### src/stc_pkg.sv
// Package of constants and types for the sixteen-bit timer/counter.
`default_nettype none
package stc_pkg;
	// ************************************************************
	// Register map
	// ************************************************************
	localparam logic [7:0] CTRL_OFS      = 8'h10;
	localparam logic [7:0] COUNT_LO_OFS  = 8'h0E;
	localparam logic [7:0] COUNT_HI_OFS  = 8'h0F;
	localparam logic [7:0] FLAG_OFS      = 8'h0C;
	localparam logic [7:0] ENABLE_OFS    = 8'h8C;
	localparam logic [7:0] CTRL_RESET    = 8'h00;
	localparam logic [7:0] CTRL_IMPL     = 8'h3F;
	localparam logic [15:0] COUNT_RESET  = 16'h0000;
	localparam logic [15:0] COUNT_FULL   = 16'hFFFF;
	// ************************************************************
	// Control field positions
	// ************************************************************
	localparam int RUN_BIT       = 0;
	localparam int SRC_BIT       = 1;
	localparam int SYNC_N_BIT    = 2;
	localparam int OSC_EN_BIT    = 3;
	localparam int PRESCALE_LO   = 4;
	localparam int PRESCALE_HI   = 5;
	localparam int OVF_BIT       = 0;
	// ************************************************************
	// Timing
	// ************************************************************
	localparam int CLK_PERIOD_PS   = 5000;
	localparam int INSTR_PERIOD_PS = 20000;
	localparam int INSTR_CYCLES    = (INSTR_PERIOD_PS + CLK_PERIOD_PS - 1) / CLK_PERIOD_PS;
	localparam logic [1:0] INSTR_LAST = 2'(INSTR_CYCLES - 1);
	// ************************************************************
	// Types
	// ************************************************************
	typedef struct packed {
		logic [7:0] addr;
		logic [7:0] wdata;
		logic       wr;
		logic       rd;
	} stc_bus_s;
	typedef struct packed {
		logic [1:0] prescale;
		logic       osc_enable;
		logic       ext_sync_n;
		logic       clock_source_sel;
		logic       count_run;
	} stc_ctrl_s;
endpackage
`default_nettype wire

### src/stc_timer.sv
// Sixteen-bit timer/counter with prescaler, external clock and overflow interrupt.
//
// Chosen here: strobed register access.
`timescale 1ns/100ps
`default_nettype none
module stc_timer (
	input  wire logic       clk,
	input  wire logic       reset,
	input  wire logic       sleep,
	input  wire logic [7:0] addr,
	input  wire logic [7:0] wdata,
	input  wire logic       wr,
	input  wire logic       rd,
	output logic      [7:0] rdata,
	output logic            irq,
	input  wire logic       ext_count_clock_pin,
	input  wire logic       osc_in_pin,
	input  wire logic       port_c_dir_in_n,
	output logic            osc_run,
	output logic            osc_in_oe_n,
	output logic            osc_amp_oe_n
);
	// ************************************************************
	// Registers
	// ************************************************************
	stc_pkg::stc_bus_s  bus;
	stc_pkg::stc_ctrl_s ctrl_r;
	logic [15:0] count_r;
	logic [15:0] count_nxt;
	logic        flag_r;
	logic        enable_r;
	logic [1:0]  instr_cnt_r;
	logic        instr_tick;
	logic [2:0]  ext_sync_r;
	logic        ext_prev_r;
	logic        ext_rise;
	logic [2:0]  pre_cnt_r;
	logic        in_tick;
	logic        cnt_tick;
	logic        wrap;
	logic        ext_raw_prev_r;
	logic        ext_raw_rise;

	assign bus = '{addr: addr, wdata: wdata, wr: wr, rd: rd};

	// ************************************************************
	// Bus decode
	// ************************************************************
	// Write hits are matched in one place so that no path can miss an offset.
	function automatic logic wr_hit(input stc_pkg::stc_bus_s b, input logic [7:0] ofs);
		wr_hit = b.wr && (b.addr == ofs);
	endfunction

	// ************************************************************
	// Control register
	// ************************************************************
	always_ff @(posedge clk) begin
		if (reset) begin
			ctrl_r <= stc_ctrl_s_reset();
		end else if (wr_hit(bus, stc_pkg::CTRL_OFS)) begin
			ctrl_r <= bus.wdata[5:0];
		end
	end

	function automatic stc_pkg::stc_ctrl_s stc_ctrl_s_reset();
		stc_ctrl_s_reset = stc_pkg::CTRL_RESET[5:0];
	endfunction

	// ************************************************************
	// Clock sources
	// ************************************************************
	// One instruction cycle is four core clocks.
	always_ff @(posedge clk) begin
		if (reset) begin
			instr_cnt_r <= 2'h0;
		end else begin
			instr_cnt_r <= (instr_cnt_r == stc_pkg::INSTR_LAST) ? 2'h0 : instr_cnt_r + 2'h1;
		end
	end
	assign instr_tick = (instr_cnt_r == stc_pkg::INSTR_LAST);

	// The source pin is the oscillator input when enabled, else the count pin.
	always_ff @(posedge clk) begin
		if (reset) begin
			ext_sync_r     <= 3'h0;
			ext_prev_r     <= 1'b0;
			ext_raw_prev_r <= 1'b0;
		end else begin
			ext_sync_r <= {ext_sync_r[1:0],
				ctrl_r.osc_enable ? osc_in_pin : ext_count_clock_pin};
			if (ext_sync_r[2] == ext_sync_r[1]) begin
				ext_prev_r <= ext_sync_r[2];
			end
			ext_raw_prev_r <= ext_sync_r[1];
		end
	end
	// Full agreement is the synchronised edge; the unsynchronised path skips the
	// agreement filter, trading glitch immunity for one cycle less latency.
	assign ext_rise     = (ext_sync_r[2] == ext_sync_r[1]) && ext_sync_r[2] && !ext_prev_r;
	assign ext_raw_rise = ext_sync_r[1] && !ext_raw_prev_r;

	always_comb begin
		if (!ctrl_r.clock_source_sel) begin
			in_tick = instr_tick && !sleep;
		end else if (ctrl_r.ext_sync_n) begin
			in_tick = ext_raw_rise;
		end else begin
			in_tick = ext_rise && !sleep;
		end
	end

	// ************************************************************
	// Prescaler
	// ************************************************************
	function automatic logic [2:0] pre_mask(input logic [1:0] code);
		unique case (code)
			2'h3: pre_mask = 3'h7;
			2'h2: pre_mask = 3'h3;
			2'h1: pre_mask = 3'h1;
			2'h0: pre_mask = 3'h0;
		endcase
	endfunction

	always_ff @(posedge clk) begin
		if (reset || !ctrl_r.count_run) begin
			pre_cnt_r <= 3'h0;
		end else if (in_tick) begin
			pre_cnt_r <= (pre_cnt_r & pre_mask(ctrl_r.prescale)) == pre_mask(ctrl_r.prescale)
				? 3'h0 : pre_cnt_r + 3'h1;
		end
	end
	assign cnt_tick = ctrl_r.count_run && in_tick
		&& ((pre_cnt_r & pre_mask(ctrl_r.prescale)) == pre_mask(ctrl_r.prescale));

	// ************************************************************
	// Counter
	// ************************************************************
	assign wrap = cnt_tick && count_r == stc_pkg::COUNT_FULL;

	always_comb begin
		count_nxt = count_r;
		if (wr_hit(bus, stc_pkg::COUNT_LO_OFS)) begin
			count_nxt[7:0] = bus.wdata;
		end else if (wr_hit(bus, stc_pkg::COUNT_HI_OFS)) begin
			count_nxt[15:8] = bus.wdata;
		end else if (cnt_tick) begin
			count_nxt = count_r + 16'h0001;
		end
	end

	always_ff @(posedge clk) begin
		if (reset) begin
			count_r <= stc_pkg::COUNT_RESET;
		end else begin
			count_r <= count_nxt;
		end
	end

	// ************************************************************
	// Interrupt
	// ************************************************************
	// A wrap in the cycle of a clearing write still leaves the flag set.
	always_ff @(posedge clk) begin
		if (reset) begin
			flag_r <= 1'b0;
		end else if (wrap) begin
			flag_r <= 1'b1;
		end else if (wr_hit(bus, stc_pkg::FLAG_OFS) && bus.wdata[stc_pkg::OVF_BIT]) begin
			flag_r <= 1'b0;
		end
	end

	always_ff @(posedge clk) begin
		if (reset) begin
			enable_r <= 1'b0;
		end else if (wr_hit(bus, stc_pkg::ENABLE_OFS)) begin
			enable_r <= bus.wdata[stc_pkg::OVF_BIT];
		end
	end

	always_ff @(posedge clk) begin
		if (reset) begin
			irq <= 1'b0;
		end else begin
			irq <= (flag_r || wrap) && enable_r;
		end
	end

	// ************************************************************
	// Oscillator and pins
	// ************************************************************
	always_ff @(posedge clk) begin
		if (reset) begin
			osc_run      <= 1'b0;
			osc_in_oe_n  <= 1'b1;
			osc_amp_oe_n <= 1'b1;
		end else begin
			osc_run      <= ctrl_r.osc_enable;
			osc_in_oe_n  <= ctrl_r.osc_enable | port_c_dir_in_n;
			osc_amp_oe_n <= ctrl_r.osc_enable | port_c_dir_in_n;
		end
	end

	// ************************************************************
	// Read port
	// ************************************************************
	always_ff @(posedge clk) begin
		if (reset) begin
			rdata <= 8'h00;
		end else if (bus.rd) begin
			unique case (bus.addr)
				stc_pkg::CTRL_OFS:     rdata <= {2'b00, ctrl_r};
				stc_pkg::COUNT_LO_OFS: rdata <= count_r[7:0];
				stc_pkg::COUNT_HI_OFS: rdata <= count_r[15:8];
				stc_pkg::FLAG_OFS:     rdata <= {7'h00, flag_r};
				stc_pkg::ENABLE_OFS:   rdata <= {7'h00, enable_r};
				default:               rdata <= 8'h00;
			endcase
		end else begin
			rdata <= 8'h00;
		end
	end

	// ************************************************************
	// Checks
	// ************************************************************
	wrap_sets_flag_a: assert property (@(posedge clk) disable iff (reset)
		wrap |=> flag_r) else $error("Wrap did not set the flag.");
	wrap_to_zero_a: assert property (@(posedge clk) disable iff (reset)
		wrap && !bus.wr |=> count_r == 16'h0000) else $error("Count did not wrap to zero.");
	stop_holds_a: assert property (@(posedge clk) disable iff (reset)
		!ctrl_r.count_run && !bus.wr |=> $stable(count_r)) else $error("Stopped counter moved.");
	irq_masked_a: assert property (@(posedge clk) disable iff (reset)
		!enable_r |=> !irq) else $error("Masked interrupt seen.");
	irq_follows_a: assert property (@(posedge clk) disable iff (reset)
		flag_r && enable_r |=> irq) else $error("Interrupt missing.");
	ctrl_top_zero_a: assert property (@(posedge clk) disable iff (reset)
		$past(bus.rd) && $past(bus.addr) == 8'h10 |-> rdata[7:6] == 2'b00)
		else $error("Unimplemented bits read nonzero.");
	div_eight_a: assert property (@(posedge clk) disable iff (reset)
		cnt_tick && ctrl_r.prescale == 2'h3 |-> pre_cnt_r == 3'h7) else $error("Bad divide by 8.");
	div_one_a: assert property (@(posedge clk) disable iff (reset)
		in_tick && ctrl_r.count_run && ctrl_r.prescale == 2'h0 |-> cnt_tick)
		else $error("Undivided tick lost.");
	internal_rate_a: assert property (@(posedge clk) disable iff (reset)
		!ctrl_r.clock_source_sel && in_tick |=> !in_tick [*3]) else $error("Internal rate wrong.");
	pins_input_a: assert property (@(posedge clk) disable iff (reset)
		ctrl_r.osc_enable |=> osc_in_oe_n && osc_amp_oe_n) else $error("Oscillator pin driven.");
	osc_follow_a: assert property (@(posedge clk) disable iff (reset)
		ctrl_r.osc_enable |=> osc_run) else $error("Oscillator not running.");

	// ************************************************************
	// Counter checks
	// ************************************************************
	count_step_a: assert property (@(posedge clk) disable iff (reset)
		cnt_tick && !bus.wr |=> count_r == 16'($past(count_r) + 16'h0001))
		else $error("Count did not step by one.");
	no_early_wrap_a: assert property (@(posedge clk) disable iff (reset)
		cnt_tick && !bus.wr && count_r != 16'hFFFF |=> count_r != 16'h0000)
		else $error("Count wrapped early.");
	low_write_a: assert property (@(posedge clk) disable iff (reset)
		wr_hit(bus, stc_pkg::COUNT_LO_OFS) |=> count_r[7:0] == $past(bus.wdata))
		else $error("Low byte write lost.");
	high_write_a: assert property (@(posedge clk) disable iff (reset)
		wr_hit(bus, stc_pkg::COUNT_HI_OFS) |=> count_r[15:8] == $past(bus.wdata))
		else $error("High byte write lost.");
	stop_no_tick_a: assert property (@(posedge clk) disable iff (reset)
		!ctrl_r.count_run |-> !cnt_tick)
		else $error("Stopped counter ticked.");
	stop_clears_pre_a: assert property (@(posedge clk) disable iff (reset)
		!ctrl_r.count_run |=> pre_cnt_r == 3'h0)
		else $error("Prescaler kept its count.");
	div_two_a: assert property (@(posedge clk) disable iff (reset)
		cnt_tick && ctrl_r.prescale == 2'h1 |-> pre_cnt_r[0])
		else $error("Bad divide by 2.");
	div_four_a: assert property (@(posedge clk) disable iff (reset)
		cnt_tick && ctrl_r.prescale == 2'h2 |-> pre_cnt_r[1:0] == 2'h3)
		else $error("Bad divide by 4.");

	// ************************************************************
	// Interrupt checks
	// ************************************************************
	// A wrap outranks a clearing write, so the clear check leaves it out.
	flag_holds_a: assert property (@(posedge clk) disable iff (reset)
		flag_r && !wr_hit(bus, stc_pkg::FLAG_OFS) |=> flag_r)
		else $error("Flag dropped by itself.");
	flag_clear_a: assert property (@(posedge clk) disable iff (reset)
		wr_hit(bus, stc_pkg::FLAG_OFS) && bus.wdata[0] && !wrap |=> !flag_r)
		else $error("Flag not cleared.");
	irq_needs_flag_a: assert property (@(posedge clk) disable iff (reset)
		!flag_r && !wrap |=> !irq)
		else $error("Interrupt without flag.");
	irq_on_wrap_a: assert property (@(posedge clk) disable iff (reset)
		wrap && enable_r |=> irq)
		else $error("Wrap gave no interrupt.");
	enable_write_a: assert property (@(posedge clk) disable iff (reset)
		wr_hit(bus, stc_pkg::ENABLE_OFS) |=> enable_r == $past(bus.wdata[0]))
		else $error("Enable write lost.");

	// ************************************************************
	// Control and clock checks
	// ************************************************************
	ctrl_write_a: assert property (@(posedge clk) disable iff (reset)
		wr_hit(bus, stc_pkg::CTRL_OFS) |=> 6'(ctrl_r) == $past(bus.wdata[5:0]))
		else $error("Control write lost.");
	ctrl_read_a: assert property (@(posedge clk) disable iff (reset)
		$past(bus.rd) && $past(bus.addr) == 8'h10 |-> rdata[5:0] == 6'($past(ctrl_r)))
		else $error("Control read wrong.");
	sleep_stops_a: assert property (@(posedge clk) disable iff (reset)
		sleep && !(ctrl_r.clock_source_sel && ctrl_r.ext_sync_n) |-> !in_tick)
		else $error("Tick during sleep.");
	unsync_runs_a: assert property (@(posedge clk) disable iff (reset)
		ctrl_r.clock_source_sel && ctrl_r.ext_sync_n && ext_raw_rise |-> in_tick)
		else $error("Unsynchronised edge lost.");
	sync_ignored_a: assert property (@(posedge clk) disable iff (reset)
		!ctrl_r.clock_source_sel |-> in_tick == (instr_tick && !sleep))
		else $error("Sync bit changed timer mode.");
	ext_edge_a: assert property (@(posedge clk) disable iff (reset)
		ctrl_r.clock_source_sel && !ctrl_r.ext_sync_n && in_tick |-> ext_sync_r[2])
		else $error("External tick without high input.");
	osc_off_a: assert property (@(posedge clk) disable iff (reset)
		!ctrl_r.osc_enable |=> !osc_run)
		else $error("Oscillator left running.");
	pins_driven_a: assert property (@(posedge clk) disable iff (reset)
		!ctrl_r.osc_enable && !port_c_dir_in_n |=> !osc_in_oe_n && !osc_amp_oe_n)
		else $error("Output pins not driven.");
endmodule
`default_nettype wire

### config.mk
export PLATFORM = sky130hd
export DESIGN_NAME = stc_timer
export DESIGN_NICKNAME = d
export VERILOG_FILES = /design/src/stc_pkg.sv /design/src/stc_timer.sv
export SDC_FILE = /design/constraint.sdc
export NUM_CORES = 1
export LEC_CHECK = 0
export ABC_AREA = 1
export BUFFER_PORTS_ARGS = -buffer_cell sky130_fd_sc_hd__buf_4
export CAP_MARGIN = 25
export CORE_UTILIZATION = 37
export DETAILED_ROUTE_END_ITERATION = 10
export SYNTH_ARGS = -nofsm -noshare
export SYNTH_HDL_FRONTEND = slang
export SYNTH_SLANG_ARGS = --single-unit
### constraint.sdc
create_clock -name clk -period 1.6 [get_ports clk]
set_input_delay 0.32 -clock clk [delete_from_list [all_inputs] [get_ports clk]]
set_output_delay 0.32 -clock clk [all_outputs]
set_load 0.01 [all_outputs]
; ---- Word-level counts from Yosys, hierarchy flattened
; Cells that the tools add are included.
[classes]
addsub = 3
eq_ne = 14
mux = 14
n_bitwise = 5
n_reduce_logical = 29
[op_table]
columns = operator, n
row1 = case mux 8 bit (5 select lines), 1
row2 = equality test 8 x 4 -> 1 bit (second input constant), 3
row3 = two-way mux 8 bit, 3
row4 = adder 16 x 1 -> 16 bit (second input constant), 1
row5 = equality test 16 bit (second input constant), 1
row6 = two-way mux 16 bit, 1
row7 = logical AND 1 bit, 15
row8 = case mux 3 bit (4 select lines), 1
row9 = two-way mux 3 bit, 3
row10 = equality test 8 x 5 -> 1 bit (second input constant), 1
row11 = equality test 8 bit (second input constant), 1
row12 = bitwise AND 3 bit, 2
row13 = equality test 2 bit (second input constant), 3
row14 = equality test 3 bit, 2
row15 = nonzero test 2 bit, 3
row16 = two-way mux 1 bit, 5
row17 = zero test 1 bit, 4
row18 = AND reduction 2 bit, 2
row19 = OR reduction 2 bit, 2
row20 = adder 3 x 1 -> 3 bit (second input constant), 1
row21 = adder 2 x 1 -> 2 bit (second input constant), 1
row22 = equality test 2 x 1 -> 1 bit (second input constant), 1
row23 = zero test 2 bit, 1
row24 = logical OR 1 bit, 2
row25 = other kinds (4), 5
[word_totals]
reg_bits = 45
inputBits = 24
output_inout_bits = 12
elab_cells = 83

; ---- Logic depth before layout (Yosys ltp)
[depth]
word_depth = 11
ltp_mapped = 11
depth_no_buf = 10

; ---- Worst setup path before layout
; OpenSTA, ideal clock, no wires.
[synth_path]
kind = reg2reg
start = register instr_cnt_r[0]
end = register count_r[1]
setup_time_ns = 0.113
arrival_ns = 1.323
required_ns = 1.487
slack_ns = 0.163
stages_incl_launch_ff = 9
n_path_buf = 0
period_less_slack_ns = 1.437
path_cell_list = dfxtp_1 ha_1 inv_1 o21ai_1 nand4_4 nand2_1 nand2_2 o21ai_1 nor2_1
[synth_between]
elab_chain_cells = 7
[synth_rtl]
columns = element, line
row1 = from (decl), stc_timer.sv:32  ; logic [1:0] instr_cnt_r;
row2 = from (signal assigned), stc_timer.sv:77  ; instr_cnt_r <= (instr_cnt_r == stc_pkg::INSTR_LAST) ? 2'h0 : instr_cnt_r + 2'h1;
row3 = equality test 2 bit, stc_timer.sv:80  ; assign instr_tick = (instr_cnt_r == stc_pkg::INSTR_LAST);
row4 = logical AND 1 bit, stc_timer.sv:104  ; in_tick = instr_tick && !sleep;
row5 = two-way mux 1 bit, stc_timer.sv:103  ; if (!ctrl_r.clock_source_sel) begin
row6 = logical AND 1 bit, stc_timer.sv:132  ; assign cnt_tick = ctrl_r.count_run && in_tick
row7 = logical AND 1 bit, stc_timer.sv:133  ; && ((pre_cnt_r & pre_mask(ctrl_r.prescale)) == pre_mask(ctrl_r.prescale));
row8 = nonzero test 2 bit (no line), -
row9 = AND reduction 2 bit (no line), -
row10 = to (signal assigned), stc_timer.sv:153  ; count_r <= stc_pkg::COUNT_RESET;
row11 = to (signal assigned), stc_timer.sv:155  ; count_r <= count_nxt;
row12 = to (decl), stc_timer.sv:28  ; logic [15:0] count_r;
; Every way passes these cells.
; A chain may end at the register's enable or synchronous reset.

; ---- Worst setup path in the final report
[layout_path]
start = register instr_cnt_r[1]
end = register count_r[0]
; Same word-level chain as after synthesis.

==> impl_metrics.ini <==
[drt]
wl_met2_um = 2957
ant_nets = 0
vias = 2485
routed.top_layer = met4
wl_per_cell_um = 12.62
viasPerCell = 4.901
routed_wl_um = 6398
wl_met1_um = 3086
drc = 10
wl_met3_um = 271
dr.pass1.iters = 8
dr.first_iter.drc_count = 122

[die]
rows = 29
die_w_um = 83.99
die_area_um2 = 7054
io_pins = 36
core_area_um2 = 6422
die_height_um = 83.99
start_util = 0.3873

[logic_synthesis]
synth-compound-area-share = 0.1549
ys_ff_latch = 44
synth.cell_area_um2 = 2487
muxShareOfSynthArea = 0
synth-xor-area-share = 0.01408
ys_types = 38
synth_top_family_by_area = simple AND/OR/NAND/NOR gates
syn_avg_cell_area_um2 = 6.687
yosysWarnings = 0
synthCells = 372
synth_fp_nets = 401
ys_seq_area_frac = 0.3541
synthSimpleGateAreaFrac = 0.3496
synthAdderAreaFrac = 0.02515

[global_routing]
grt_pass1_vias = 2257
grt_usage = 0.1857
grt_pass1_wl_um = 10390
grt_max_degree = 20
grt_antenna_before_repair = 0
gr-total-overflow = 0

[sta]
rsz0062_at_grt = yes
slew_headroom = 0.8240
setup_viol = 0
finalClockSkew_ns = 0.004724
period_share = 0.9773
fmax_ghz = 0.6395
fin_crit_ns = 1.564
slew_viol_final = 0
hold_viol_final = 0
tightestPinTransition_ns = 0.2630

[placement]
io_buffers = 35
gp_congestion = 0.8804
dp.cells = 494
hpwl_um = 4898

[finish]
diodes = 0
nets = 458
utilization = 0.4966
n_fill_cell = 660
final_common_cell = nand2_1
mostFrequentLayoutCells = nand2_1, buf_4, inv_1, nor2_1, dfxtp_1
instances_no_fill = 507
drive_gt1_frac = 0.2628
area_growth_pct = 28.22

[clock_network]
clk_latency_ns = 0.30
cts.reportedPaths.clkPinSlew_ns = 0.09
numCtsBuffers = 5
cts_tree = built
cts_sinks = 44
cts_root_buf = clkbuf_8
ctsLongestPathBuffers = 2
htree_levels = 2
postCtsHoldBufs = 0

[critical_path]
path_class = flip-flop to flip-flop
crit_fanout = 6
worstPathCellList = ha_4, inv_2, o21ai_1, buf_4, nand4_4, o21ai_4, nand2_1, a21oi_1
crit_path_end_kind = flip-flop
critPathMaxStageDelay_ns = 0.36
start_kind = flip-flop
cp.required_ns = 1.84
reg2reg_setup_slack_ns = 0.04
cp_data_arrival_time_ns = 1.80
cp_slowest_cell = dfxtp_2

[pwr]
power_density_nw_per_um2 = 680.8
power_leakage_nw = 1.350
peakVddDrop_mv = 0.3259

[run_status]
violations = DRC
status = finished with violations

[run]
maxCapViolCount = 0

[worst_hold_path]
hp-class = input port to flip-flop
-- state kept, by name (all words and copies together), names as in the netlist, 2 cells and up --
register,flops
ext_sync_r,3
ctrl_r,6
pre_cnt_r,3
instr_cnt_r,2
rdata,8
count_r,16
-- cells by family (layout without fill, tap and decap cells) --
group | after synthesis | in the layout
simple gates | 190 | 190
xor+xnor | 4 | 4
compound gates | 70 | 70
flops | 44 | 44
fa+ha+maj | 5 | 5
buf+inv | 59 | 117
-- routing by layer --
metal  vias up  global-route usage
li1       1313                   -
met1      1111              0.2424
met2        53              0.3100
met3         8             0.03561
met4         0             0.05486
met5         -                   0
-- final timing paths --
kind | startpoint | end | cells past startpoint
setup / recovery | instr_cnt_r[1]$_SDFF_PP0_ | count_r[0]$_SDFFE_PP0P_ | 8
hold / removal | port_c_dir_in_n | osc_amp_oe_n$_SDFF_PP1_ | 3
setup reg to reg | instr_cnt_r[1]$_SDFF_PP0_ | count_r[0]$_SDFFE_PP0P_ | 8
hold reg to reg | ext_sync_r[0]$_SDFF_PP0_ | ext_sync_r[1]$_SDFF_PP0_ | 2
-- what timing repair did --
action / CTS / global route
resized for setup: 1 / 31
setup buffers: 0 / 5
setup endpoints to repair: 3 / 18
pin swaps: 0 / 9
-- area by class of cell --
class | count | area, µm² | share of cell area
multi-input combinational | 269 | 1450 | 0.4547
sequential | 44 | 893.4 | 0.2801
timing repair buffer | 60 | 450.4 | 0.1412
inverter | 49 | 183.9 | 0.05767
tap | 77 | 96.34 | 0.03021
clock buffer | 5 | 68.82 | 0.02158
clock inverter | 3 | 46.29 | 0.01452
-- Yosys cell counts (all sizes together) --
library cell,n,area share
a211oi,1,0.0030
a21oi,29,0.064
buf,7,0.024
clkbuf,3,0.0045
dfxtp,44,0.35
ha,5,0.025
inv,49,0.074
nand2,103,0.17
nand3,26,0.059
nand3b,1,0.0030
nand4,5,0.019
nor2,45,0.074
nor3,8,0.023
nor3b,1,0.0030
o211ai,1,0.0030
o21ai,33,0.068
o221ai,1,0.0035
o22ai,4,0.010
o31ai,1,0.0030
or2,1,0.0025
xnor2,1,0.0035
xor2,3,0.011
-- stage by stage --
stage                     hold slack (ns)  setup TNS [ns]  cell area (µm²)  worst slack (ns)  total power [mW]
after floorplan                    0.3883               0             2487            0.1633             1.204
after global placement             0.3896       -0.008537             2927         -0.004218             1.278
after detailed placement           0.4006         -0.1501             2927          -0.03801             1.280
after CTS                          0.1799               0             3049          0.006983             2.178
after global routing               0.1852         -0.2457             3189          -0.05819             2.246
final                              0.1874               0             3189           0.03625             2.171
-- critical path, delay by kind of cell (launching register included) --
family	cells	cell delay, ns
AO/OA/AOI/OAI	3	0.58
buffers and inverters	2	0.17
flip-flops	1	0.36
adder cells (fa/ha/maj)	1	0.14
AND/OR/NAND/NOR	2	0.25
-- power breakdown --
part	total [mW]	internal [mW]	switching, mW
logic	0.151	0.0744	0.0764
clock network	0.903	0.471	0.432
registers	1.12	1.11	0.0106
total	2.17	1.65	0.519
No activity file was read; power rests on OpenSTA's default activity.
